**src/dcsp_map.svh**
```systemverilog
`ifndef DCSP_MAP_SVH
`define DCSP_MAP_SVH

// =====================================================================
// Register byte offsets
`define DCSP_OFS_SECONDARY_STATUS 12'h98f
`define DCSP_OFS_CYCLIC_START 12'h990
`define DCSP_OFS_NEXT_SECONDARY 12'h998
`define DCSP_OFS_PRIMARY_CYCLE 12'h9a0
`define DCSP_OFS_SECONDARY_CYCLE 12'h9a4
`define DCSP_OFS_CAPTURE_ZERO_CTL 12'h9a8
`define DCSP_OFS_CAPTURE_ONE_CTL 12'h9a9
`define DCSP_OFS_CAPTURE_ZERO_STAT 12'h9ae
`define DCSP_OFS_ZERO_RISE_TIME 12'h9b0
`define DCSP_OFS_ZERO_FALL_TIME 12'h9b8

// =====================================================================
// Field positions
`define DCSP_CTL_RISE_SINGLE 0
`define DCSP_CTL_FALL_SINGLE 1
`define DCSP_STAT_RISE_EVENT 0
`define DCSP_STAT_FALL_EVENT 1
`define DCSP_STAT_PIN 2
`define DCSP_SEC_STAT_PENDING 0

// =====================================================================
// Reset values
`define DCSP_RST_TIME64 64'h0
`define DCSP_RST_CYCLE 32'h0
`define DCSP_RST_CTL 2'h0
`define DCSP_RST_STAT 2'h0

`endif

```
**src/dcsp_pkg.sv**
```systemverilog
package dcsp_pkg;

  // ===================================================================
  // Sync output sequencer states
  typedef enum logic [1:0] {
    DCSP_ST_IDLE = 2'b00,
    DCSP_ST_WAIT = 2'b01,
    DCSP_ST_RUN = 2'b10,
    DCSP_ST_DONE = 2'b11
  } dcsp_state_t;

endpackage : dcsp_pkg

```
**src/dcsp_unit.sv**
```systemverilog
`include "dcsp_map.svh"
`timescale 1ns/100ps
`default_nettype none

module dcsp_unit
  import dcsp_pkg::*;
(
  // Clock and reset
  input wire logic clock,
  input wire logic rst_b,
  // Network port register access
  input wire logic [11:0] net_addr,
  input wire logic net_wr,
  input wire logic net_rd,
  input wire logic [7:0] net_wdata,
  input wire logic net_frame_end,
  output logic [7:0] net_rdata_ff,
  // Host data interface register access
  input wire logic [11:0] host_addr,
  input wire logic host_wr,
  input wire logic host_rd,
  input wire logic [7:0] host_wdata,
  input wire logic host_frame_end,
  input wire logic host_write_ack_en,
  // Ownership and activation bits held elsewhere
  input wire logic sync_owner_host,
  input wire logic capture_zero_owner_host,
  input wire logic capture_one_owner_host,
  input wire logic unit_active,
  input wire logic auto_activate,
  // System time and capture pin
  input wire logic [63:0] system_time,
  input wire logic capture_input_zero,
  // Sync pulses and side effects
  output logic primary_sync_pulse_ff,
  output logic secondary_sync_pulse_ff,
  output logic activate_set_ff,
  output logic application_event_request_clear_ff
);

  // ===================================================================
  // Reset release
  logic rst_meta_ff;
  logic rst_sync_b_ff;

  always_ff @(posedge clock or negedge rst_b) begin
    if (!rst_b) begin
      rst_meta_ff <= 1'b0;
      rst_sync_b_ff <= 1'b0;
    end else begin
      rst_meta_ff <= 1'b1;
      rst_sync_b_ff <= rst_meta_ff;
    end
  end

  // ===================================================================
  // State
  logic [63:0] start_next_ff;
  logic [63:0] sec_next_ff;
  logic [31:0] prim_cycle_ff;
  logic [31:0] sec_cycle_ff;
  logic [1:0] ctl_zero_ff;
  logic [1:0] ctl_one_ff;
  logic [1:0] stat_zero_ff;
  logic [63:0] rise_time_ff;
  logic [63:0] fall_time_ff;
  logic pin_ff;
  logic lo_seen_ff;
  logic hi_seen_ff;
  logic sec_armed_ff;
  logic sec_first_ff;
  dcsp_state_t state_ff;
  dcsp_state_t nxt_state;

  // ===================================================================
  // Owner port selection for the sync registers
  logic sw_wr;
  logic [11:0] sw_addr;
  logic [7:0] sw_wdata;
  logic sw_frame_end;

  assign sw_wr = sync_owner_host ? host_wr : net_wr;
  assign sw_addr = sync_owner_host ? host_addr : net_addr;
  assign sw_wdata = sync_owner_host ? host_wdata : net_wdata;
  assign sw_frame_end = sync_owner_host ? host_frame_end : net_frame_end;

  // ===================================================================
  // Byte access helpers
  function automatic logic [7:0] byte_of64(input logic [63:0] v, input logic [2:0] idx);
    byte_of64 = v[{idx, 3'h0} +: 8];
  endfunction : byte_of64

  function automatic logic [7:0] read_byte(input logic [11:0] a);
    if (a[11:3] == `DCSP_OFS_CYCLIC_START >> 3) begin
      read_byte = byte_of64(start_next_ff, a[2:0]);
    end else if (a[11:3] == `DCSP_OFS_NEXT_SECONDARY >> 3) begin
      read_byte = byte_of64(sec_next_ff, a[2:0]);
    end else if (a[11:2] == `DCSP_OFS_PRIMARY_CYCLE >> 2) begin
      read_byte = byte_of64({32'h0, prim_cycle_ff}, {1'b0, a[1:0]});
    end else if (a[11:2] == `DCSP_OFS_SECONDARY_CYCLE >> 2) begin
      read_byte = byte_of64({32'h0, sec_cycle_ff}, {1'b0, a[1:0]});
    end else if (a == `DCSP_OFS_CAPTURE_ZERO_CTL) begin
      read_byte = {6'h00, ctl_zero_ff};
    end else if (a == `DCSP_OFS_CAPTURE_ONE_CTL) begin
      read_byte = {6'h00, ctl_one_ff};
    end else if (a == `DCSP_OFS_CAPTURE_ZERO_STAT) begin
      read_byte = {5'h00, pin_ff, stat_zero_ff};
    end else if (a == `DCSP_OFS_SECONDARY_STATUS) begin
      read_byte = {7'h00, sec_first_ff};
    end else if (a[11:3] == `DCSP_OFS_ZERO_RISE_TIME >> 3) begin
      read_byte = byte_of64(rise_time_ff, a[2:0]);
    end else if (a[11:3] == `DCSP_OFS_ZERO_FALL_TIME >> 3) begin
      read_byte = byte_of64(fall_time_ff, a[2:0]);
    end else begin
      read_byte = 8'h00;
    end
  endfunction : read_byte

  // ===================================================================
  // Sync register writes
  logic start_wr;
  logic prim_cyc_wr;
  logic sec_cyc_wr;
  logic [63:0] start_merge;
  logic [31:0] prim_merge;
  logic [31:0] sec_merge;
  logic lo_now;
  logic hi_now;
  logic extend;
  logic [31:0] ext_upper;
  logic [63:0] start_written;
  logic start_touched;

  assign start_wr = sw_wr && !unit_active &&
    (sw_addr[11:3] == `DCSP_OFS_CYCLIC_START >> 3);
  assign prim_cyc_wr = sw_wr && (sw_addr[11:2] == `DCSP_OFS_PRIMARY_CYCLE >> 2);
  assign sec_cyc_wr = sw_wr && (sw_addr[11:2] == `DCSP_OFS_SECONDARY_CYCLE >> 2);

  genvar gi;
  generate
    for (gi = 0; gi < 8; gi++) begin : g_start_lane
      assign start_merge[gi*8 +: 8] = (start_wr && sw_addr[2:0] == 3'(gi)) ?
        sw_wdata : start_next_ff[gi*8 +: 8];
    end
    for (gi = 0; gi < 4; gi++) begin : g_cycle_lane
      assign prim_merge[gi*8 +: 8] = (prim_cyc_wr && sw_addr[1:0] == 2'(gi)) ?
        sw_wdata : prim_cycle_ff[gi*8 +: 8];
      assign sec_merge[gi*8 +: 8] = (sec_cyc_wr && sw_addr[1:0] == 2'(gi)) ?
        sw_wdata : sec_cycle_ff[gi*8 +: 8];
    end
  endgenerate

  // When auto_activate is set, a frame that writes only the low half is placed in the near future.
  assign lo_now = lo_seen_ff || (start_wr && !sw_addr[2]);
  assign hi_now = hi_seen_ff || (start_wr && sw_addr[2]);
  assign extend = sw_frame_end && auto_activate && lo_now && !hi_now;
  assign ext_upper = system_time[63:32] +
    {31'h0, (start_merge[31:0] < system_time[31:0])};
  assign start_written = extend ? {ext_upper, start_merge[31:0]} : start_merge;
  assign start_touched = sw_frame_end && auto_activate && (lo_now || hi_now);

  // ===================================================================
  // Sync sequencer
  logic prim_hit;
  logic prim_fire;
  logic sec_fire;
  logic [63:0] prim_advanced;

  assign prim_hit = system_time >= start_next_ff;
  assign prim_fire = (state_ff == DCSP_ST_WAIT || state_ff == DCSP_ST_RUN) && prim_hit;
  assign sec_fire = sec_armed_ff && unit_active && (system_time >= sec_next_ff);
  assign prim_advanced = start_next_ff + {32'h0, prim_cycle_ff};

  always_comb begin
    nxt_state = state_ff;
    unique case (state_ff)
      DCSP_ST_IDLE: begin
        if (unit_active) begin
          nxt_state = DCSP_ST_WAIT;
        end
      end
      DCSP_ST_WAIT, DCSP_ST_RUN: begin
        if (!unit_active) begin
          nxt_state = DCSP_ST_IDLE;
        end else if (prim_fire) begin
          nxt_state = (prim_cycle_ff == 32'h0) ? DCSP_ST_DONE : DCSP_ST_RUN;
        end
      end
      DCSP_ST_DONE: begin
        if (!unit_active) begin
          nxt_state = DCSP_ST_IDLE;
        end
      end
    endcase
  end

  always_ff @(posedge clock or negedge rst_sync_b_ff) begin
    if (!rst_sync_b_ff) begin
      state_ff <= DCSP_ST_IDLE;
      start_next_ff <= `DCSP_RST_TIME64;
      sec_next_ff <= `DCSP_RST_TIME64;
      prim_cycle_ff <= `DCSP_RST_CYCLE;
      sec_cycle_ff <= `DCSP_RST_CYCLE;
      lo_seen_ff <= 1'b0;
      hi_seen_ff <= 1'b0;
      sec_armed_ff <= 1'b0;
      sec_first_ff <= 1'b0;
      primary_sync_pulse_ff <= 1'b0;
      secondary_sync_pulse_ff <= 1'b0;
      activate_set_ff <= 1'b0;
    end else begin
      state_ff <= nxt_state;
      prim_cycle_ff <= prim_merge;
      sec_cycle_ff <= sec_merge;
      lo_seen_ff <= lo_now && !sw_frame_end;
      hi_seen_ff <= hi_now && !sw_frame_end;
      activate_set_ff <= start_touched && !unit_active;
      primary_sync_pulse_ff <= prim_fire;
      secondary_sync_pulse_ff <= sec_fire;
      if (prim_fire) begin
        start_next_ff <= prim_advanced;
        sec_next_ff <= start_next_ff + {32'h0, sec_cycle_ff};
        sec_armed_ff <= 1'b1;
      end else begin
        start_next_ff <= start_written;
        sec_armed_ff <= sec_armed_ff && !sec_fire && unit_active;
      end
      if (state_ff == DCSP_ST_IDLE && unit_active) begin
        sec_first_ff <= 1'b1;
      end else if (sec_fire || !unit_active) begin
        sec_first_ff <= 1'b0;
      end
    end
  end

  // ===================================================================
  // Capture input zero, and the capture input one control
  logic rise;
  logic fall;
  logic zero_owner_wr;
  logic one_owner_wr;
  logic [11:0] zero_owner_addr;
  logic [7:0] zero_owner_wdata;
  logic [11:0] one_owner_addr;
  logic [7:0] one_owner_wdata;
  logic clr_rise;
  logic clr_fall;
  logic take_rise;
  logic take_fall;

  assign rise = capture_input_zero && !pin_ff;
  assign fall = !capture_input_zero && pin_ff;
  assign zero_owner_wr = capture_zero_owner_host ? host_wr : net_wr;
  assign zero_owner_addr = capture_zero_owner_host ? host_addr : net_addr;
  assign zero_owner_wdata = capture_zero_owner_host ? host_wdata : net_wdata;
  assign one_owner_wr = capture_one_owner_host ? host_wr : net_wr;
  assign one_owner_addr = capture_one_owner_host ? host_addr : net_addr;
  assign one_owner_wdata = capture_one_owner_host ? host_wdata : net_wdata;

  // The owner's read of the low byte clears a flag; write-ack hosts clear by write.
  assign clr_rise = capture_zero_owner_host ?
    ((host_write_ack_en ? host_wr : host_rd) && host_addr == `DCSP_OFS_ZERO_RISE_TIME) :
    (net_rd && net_addr == `DCSP_OFS_ZERO_RISE_TIME);
  assign clr_fall = capture_zero_owner_host ?
    ((host_write_ack_en ? host_wr : host_rd) && host_addr == `DCSP_OFS_ZERO_FALL_TIME) :
    (net_rd && net_addr == `DCSP_OFS_ZERO_FALL_TIME);
  assign take_rise = rise && !(ctl_zero_ff[`DCSP_CTL_RISE_SINGLE] &&
    stat_zero_ff[`DCSP_STAT_RISE_EVENT]);
  assign take_fall = fall && !(ctl_zero_ff[`DCSP_CTL_FALL_SINGLE] &&
    stat_zero_ff[`DCSP_STAT_FALL_EVENT]);

  always_ff @(posedge clock or negedge rst_sync_b_ff) begin
    if (!rst_sync_b_ff) begin
      pin_ff <= 1'b0;
      ctl_zero_ff <= `DCSP_RST_CTL;
      ctl_one_ff <= `DCSP_RST_CTL;
      stat_zero_ff <= `DCSP_RST_STAT;
      rise_time_ff <= `DCSP_RST_TIME64;
      fall_time_ff <= `DCSP_RST_TIME64;
    end else begin
      pin_ff <= capture_input_zero;
      if (zero_owner_wr && zero_owner_addr == `DCSP_OFS_CAPTURE_ZERO_CTL) begin
        ctl_zero_ff <= zero_owner_wdata[1:0];
      end
      if (one_owner_wr && one_owner_addr == `DCSP_OFS_CAPTURE_ONE_CTL) begin
        ctl_one_ff <= one_owner_wdata[1:0];
      end
      if (take_rise) begin
        rise_time_ff <= system_time;
      end
      if (take_fall) begin
        fall_time_ff <= system_time;
      end
      // A capture in the same cycle as a clearing read wins.
      stat_zero_ff[`DCSP_STAT_RISE_EVENT] <= (rise && ctl_zero_ff[`DCSP_CTL_RISE_SINGLE]) ||
        (stat_zero_ff[`DCSP_STAT_RISE_EVENT] && !clr_rise);
      stat_zero_ff[`DCSP_STAT_FALL_EVENT] <= (fall && ctl_zero_ff[`DCSP_CTL_FALL_SINGLE]) ||
        (stat_zero_ff[`DCSP_STAT_FALL_EVENT] && !clr_fall);
    end
  end

  // ===================================================================
  // Read data and acknowledge side effects
  logic sec_stat_ack;

  assign sec_stat_ack = (host_write_ack_en ? host_wr : host_rd) &&
    host_addr == `DCSP_OFS_SECONDARY_STATUS;

  always_ff @(posedge clock or negedge rst_sync_b_ff) begin
    if (!rst_sync_b_ff) begin
      net_rdata_ff <= 8'h00;
      application_event_request_clear_ff <= 1'b0;
    end else begin
      if (net_rd) begin
        net_rdata_ff <= read_byte(net_addr);
      end
      application_event_request_clear_ff <= sec_stat_ack;
    end
  end
endmodule : dcsp_unit

`default_nettype wire

```
**config.mk**
```make
export PLATFORM = sky130hd
export DESIGN_NAME = dcsp_unit
export DESIGN_NICKNAME = d
export VERILOG_FILES = /design/src/dcsp_pkg.sv /design/src/dcsp_unit.sv
export VERILOG_INCLUDE_DIRS = /design/src
export SDC_FILE = /design/constraint.sdc
export NUM_CORES = 1
export LEC_CHECK = 0
export BUFFER_PORTS_ARGS = -buffer_cell sky130_fd_sc_hd__clkbuf_2
export CAP_MARGIN = 30
export CORE_UTILIZATION = 32
export CTS_CLUSTER_SIZE = 20
export DETAILED_ROUTE_END_ITERATION = 10
export PLACE_DENSITY_LB_ADDON = 0.1
export SLEW_MARGIN = 30
export SYNTH_ARGS = -nofsm -noshare
export SYNTH_HDL_FRONTEND = slang
export SYNTH_SLANG_ARGS = --single-unit
```
**constraint.sdc**
```tcl
create_clock -name clock -period 13.9 [get_ports clock]
set_input_delay 2.085 -clock clock [delete_from_list [all_inputs] [get_ports clock]]
set_output_delay 2.085 -clock clock [all_outputs]
set_load 0.01 [all_outputs]
```
Yosys cells after proc, flatten, opt, wreduce, memory -nomap -nowiden
Index checks and enable logic that the tools add are counted.

word-level totals
  register bits = 347
  input port bits = 119
  output and inout bits = 12

operators by class
  $add $sub $neg = 3
  $lt $le $gt $ge = 3
  equal/unequal tests = 36
  shift-type cells = 6
  mux-type cells = 42
  reduce and logical (&&, ||, !) cells = 81

operators by type and width
  operator                                        count
  indexed part select 64 x 7 -> 8 bit             4
  2-to-1 mux 8 bit                                19
  == test 12 bit (second input constant)          11
  adder 64 x 32 -> 64 bit                         2
  >= comparator 64 bit                            2
  2-to-1 mux 64 bit                               2
  indexed part select 64 x 6 -> 8 bit             2
  logical AND 1 bit                               52
  == test 9 bit (second input constant)           5
  == test 10 bit (second input constant)          4
  2-to-1 mux 12 bit                               3
  adder 32 x 1 -> 32 bit                          1
  logical NOT 32 bit                              1
  < comparator 32 bit                             1
  == test 3 bit (second input constant)           4
  2-to-1 mux 2 bit                                6
  nonzero test 3 bit                              4
  logical NOT 1 bit                               11
  2-to-1 mux 1 bit                                11
  == test 2 bit (second input constant)           4
  logical OR 1 bit                                7
  == test 3 x 2 -> 1 bit (second input constant)  2
  one-hot mux 2 bit (3 select lines)              1
  == test 2 x 1 -> 1 bit (second input constant)  2
  8 further kinds                                 10

Longest topological paths before layout
  depth after elaboration = 11
  depth in mapped cells = 31
  gate-level depth less buffers = 28

Least setup slack after synthesis
OpenSTA, ideal clock, no wires.

  path type = input to register
  from = input port net_addr[9]
  to = register start_next_ff[62]
  arrival = 7442 ps
  path slack = 6359 ps
  stages = 29
  path buffers = 2
  path through = nor4bb_1 > nand4_1 > and2_1 > a2111oi_4 > nand2_1 > clkbuf_1 > o21ai_0 > ha_1 > a21o_1 > a21o_1 > a21o_1 > a21o_1 > a21oi_1 > o21ai_0 > a221o_1 > nand2_1 > o311a_1 > ha_1 > ha_1 > inv_1 > nor2_1 > nor2b_1 > and2_1 > clkbuf_1 > nand2_1 > or3_1 > nand3_1 > a21oi_1 > a311oi_1

between the ends
  word-level cells in the longest chain between the ends = 9

ends and longest elaborated chain
  element                                                      line                                                  text
  start, declared                                              dcsp_unit.sv:12                                       input wire logic [11:0] net_addr,
  2-to-1 mux 12 bit *                                          dcsp_unit.sv:83                                       assign sw_addr = sync_owner_host ? host_addr : net_addr;
  == test 9 bit *                                              dcsp_unit.sv:135                                      (sw_addr[11:3] == `DCSP_OFS_CYCLIC_START >> 3);
  logical AND 1 bit *                                          dcsp_unit.sv:134                                      assign start_wr = sw_wr && !unit_active &&
  logical AND 1 bit, on equally long branches                  dcsp_unit.sv:142, dcsp_unit.sv:154, dcsp_unit.sv:155
  2-to-1 mux 8 bit, or another cell as far along               dcsp_unit.sv:142                                      assign start_merge[gi*8 +: 8] = (start_wr && sw_addr[2:0] == 3'(gi)) ?
  < comparator 32 bit, or another cell as far along            dcsp_unit.sv:158                                      {31'h0, (start_merge[31:0] < system_time[31:0])};
  adder 32 x 1 -> 32 bit or logical AND 1 bit (tied branches)  dcsp_unit.sv:157, dcsp_unit.sv:156
  2-to-1 mux 64 bit                                            dcsp_unit.sv:159                                      assign start_written = extend ? {ext_upper, start_merge[31:0]} : start_merge;
  2-to-1 mux 64 bit                                            dcsp_unit.sv:220                                      if (prim_fire) begin
  end signal, assigned                                         dcsp_unit.sv:200                                      start_next_ff <= `DCSP_RST_TIME64;
  end signal, assigned                                         dcsp_unit.sv:221                                      start_next_ff <= prim_advanced;
  end signal, assigned                                         dcsp_unit.sv:225                                      start_next_ff <= start_written;
  end, declared                                                dcsp_unit.sv:58                                       logic [63:0] start_next_ff;

Every way passes the cells marked *; elsewhere a longest branch is shown, timed or not.
A chain may end at the register's enable or synchronous reset.

Final worst setup path
Ends and elaborated chain as after synthesis.

==> impl_metrics.csv <==
group,metric,value,unit
pwr,vdd_ir_drop_max,0.100,mV
setup_path,path_delay_family,"simple AND/OR/NAND/NOR gates",
sta,max_slew_margin,0.347,
sta,period_share,0.643,
floorplanning,coreArea,0.0794,mm2
layout,final_nets,3273,
layout,final_util,0.369,
global_route,grt_pass1_wl,169000,um
logic_synthesis,ys.warnings.count,0,
sta,skew,38.8,ps
global_route,grt-ovfl-total,0,
logic_synthesis,ys_seq_elements,347,
sta,setup_viol,0,
clocking,post_cts_buffers,0,
pwr,leakage,12.8,nW
place,dpl-instance-area,0.0275,mm2
setup_path,reg2reg_from,"start_next_ff[17]$_DFF_PN0_",
global_route,grt_max_degree,99,
setup_path,worstPathRequired,14410,ps
floorplanning,die_area,0.0817,mm2
setup_path,crit_slowest_cell,"nor4bb_1",
sta,timing.fmax,0.112,GHz
sta,tns,0,ps
detailed_routing,drt_iter0_drc,2286,
logic_synthesis,yosysTopAreaCellShare,0.337,
layout,final_cells,4013,
global_route,grt_use_total,0.287,
sta,drv_slew,0,
logic_synthesis,yosys.area_share.simple,0.157,
clocking,clk_latency,610,ps
layout,area_growth,13.6,%
clocking,cts_made_buffers,47,
logic_synthesis,synth_area_per_cell,9.05,um2
logic_synthesis,synthTopCellsByArea,"dfrtp_1 (34%), ha_1 (11%), mux4_2 (8.0%), o21ai_0 (6.3%), nand2_1 (5.6%)",
place,hpwl,92200,um
logic_synthesis,synth.distinct_cells,92,
logic_synthesis,postSynthCellCount,2846,
pwr,p_per_area,123,mW/mm2
clocking,clk_pin_slew,60,ps
logic_synthesis,yosys.area_share.adder,0.112,
setup_path,critPathKind,"in2reg",
sta,rsz0062_at_grt,"no",
global_route,grt_pass1_vias,22700,
detailed_routing,drc,0,
detailed_routing,first_pass_iters,6,
setup_path,cp-start-kind,"input pin",
layout,final_common_cell,"nand2_1",
clocking,cts_tree,"done",
detailed_routing,wl,118000,um
clocking,ctsHoldBuffers,0,
floorplanning,die_width,286,um
logic_synthesis,syn_area,0.0258,mm2
logic_synthesis,synth-xor-area-share,0.0367,
place,dp_worst_setup_slack,4430,ps
layout,stdcell_area,0.0293,mm2
sta,tightestPinTransition,980,ps
sta,setup_ws,4960,ps
pwr,p_total,3.61,mW
logic_synthesis,yosysTopAreaCell,"dfrtp_1",
place,dp_cells,3924,
job,cap_violations,0,
setup_path,slowest_delay,730,ps
detailed_routing,routed_via_density,5.83,
setup_path,critPathCaptureType,"register",
detailed_routing,vias,23400,
layout,fillers,8216,
detailed_routing,wl_per_cell,29.4,um
outcome,outcome,"finished clean",
logic_synthesis,synthFlopType,"dfrtp_1",
clocking,clkSinkCount,347,
setup_path,cpMostUsedCell,"a21o_1",
logic_synthesis,synth_compound_area_frac,0.186,
logic_synthesis,seq_area_frac_synth,0.337,
setup_path,r2r_end,"start_next_ff[36]$_DFFE_PN0P_",
clocking,root_buffer,"clkbuf_16",
logic_synthesis,synth_edf_count,0,
detailed_routing,postRouteAntennaNets,0,
global_route,antenna_found_initial,6,
sta,holdWs,309,ps
floorplanning,rows,103,
logic_synthesis,synthMuxAreaShare,0.120,
setup_path,rrSetupSlack,7810,ps
logic_synthesis,synth_top_family_by_area,"compound AO/OA/AOI/OAI gates",
place,portBuffers,130,
place,gp_congestion,0.967,
setup_path,path_buf_inv,2,
hold_path,min_path_type,"reg2async",
floorplanning,die_y,286,um
layout,final_cell_mix,"nand2_1 (385), dfrtp_1 (346), o21ai_0 (323)",
setup_path,worstSetupStartpoint,"net_addr[9]",
setup_path,crit_arrival,9450,ps
logic_synthesis,synth_fp_nets,3195,
sta,hold_viol,0,
layout,drive_above_1_share,0.153,
logic_synthesis,synth-async-reset-ratio,1.00,
layout,multiInputGateArea,0.0158,mm2
layout,seq_area,0.00869,mm2
floorplanning,start_util,0.325,
clocking,clock_path_buffers,3,
floorplanning,io-pin-count,131,
sta,layout_min_cycle_time,8940,ps
clocking,htree_levels,2,
setup_path,rr_worst_depth,14,
setup_path,cp_max_fo,16,
clocking,post_cts_resized,0,
-- sequential cells by signal, indices dropped and copies added, names as in the netlist, 2 cells and up --
register	flops
fall_time_ff	64
rise_time_ff	64
sec_next_ff	64
start_next_ff	64
prim_cycle_ff	32
sec_cycle_ff	32
net_rdata_ff	8
ctl_one_ff	2
ctl_zero_ff	2
stat_zero_ff	2
state_ff	2
-- cell families after synthesis --
logic type      count (synthesis)
flops                         347
simple gates                  864
mux                           186
compound gates                777
xor+xnor                      108
fa+ha+maj                     230
buf+inv                       333
other cells                     1
-- worst reg2reg max path, delay by kind of cell (launching register included) --
family                     cells  cell delay [ps]
buffers and inverters          4             1940
adders and majority gates      1              300
and+or+nand+nor                2              650
AOI/OAI and AO/OA              7             2480
DFF                            1              610
-- power by group --
group          total (mW)  switching (mW)  internal, mW
combinational       0.937           0.589         0.347
sequential           1.32           0.186          1.13
clock                1.35           0.520         0.835
total                3.61            1.30          2.31
-- worst max-delay path by stage --
stage	end	slack, ps	cells after the start
floorplan	activate_set_ff$_DFF_PN0_	3510	0
global placement	start_next_ff[62]$_DFFE_PN0P_	4480	28
detailed placement	start_next_ff[62]$_DFFE_PN0P_	4430	28
CTS	start_next_ff[62]$_DFFE_PN0P_	5070	28
global route	start_next_ff[62]$_DFFE_PN0P_	4580	28
finish	start_next_ff[62]$_DFFE_PN0P_	4960	28
-- cells in the mapped netlist (25+ instances only) --
cell	count
nand2_1	387
dfrtp_1	347
o21ai_0	323
ha_1	228
inv_1	196
a21oi_1	163
nor2_1	141
mux4_2	92
clkbuf_1	87
nand3_1	71
mux2_2	68
a21o_1	62
xnor2_1	60
nand4_1	59
xor2_1	48
nor3_1	41
a211oi_1	38
buf_2	32
nor4_1	27
mux2i_1	25
-- area by class of cell --
| class | count | area share |
|---|---|---|
| inverter | 200 | 0.0257 |
| antenna | 3 | 0.000257 |
| clock buffer | 66 | 0.0481 |
| multi-input combinational | 2166 | 0.541 |
| clock inverter | 19 | 0.0107 |
| timing repair buffer | 162 | 0.0321 |
| tap | 1050 | 0.0449 |
| sequential | 347 | 0.297 |
-- metal layers --
layer | GRT usage | part of all wire
met1 | 0.422 | 0.47
met2 | 0.438 | 0.44
met3 | 0.0400 | 0.068
met4 | 0.0739 | 0.026
met5 | 0 | 0.00011
Note: power is estimated with default switching activity, not from simulation.
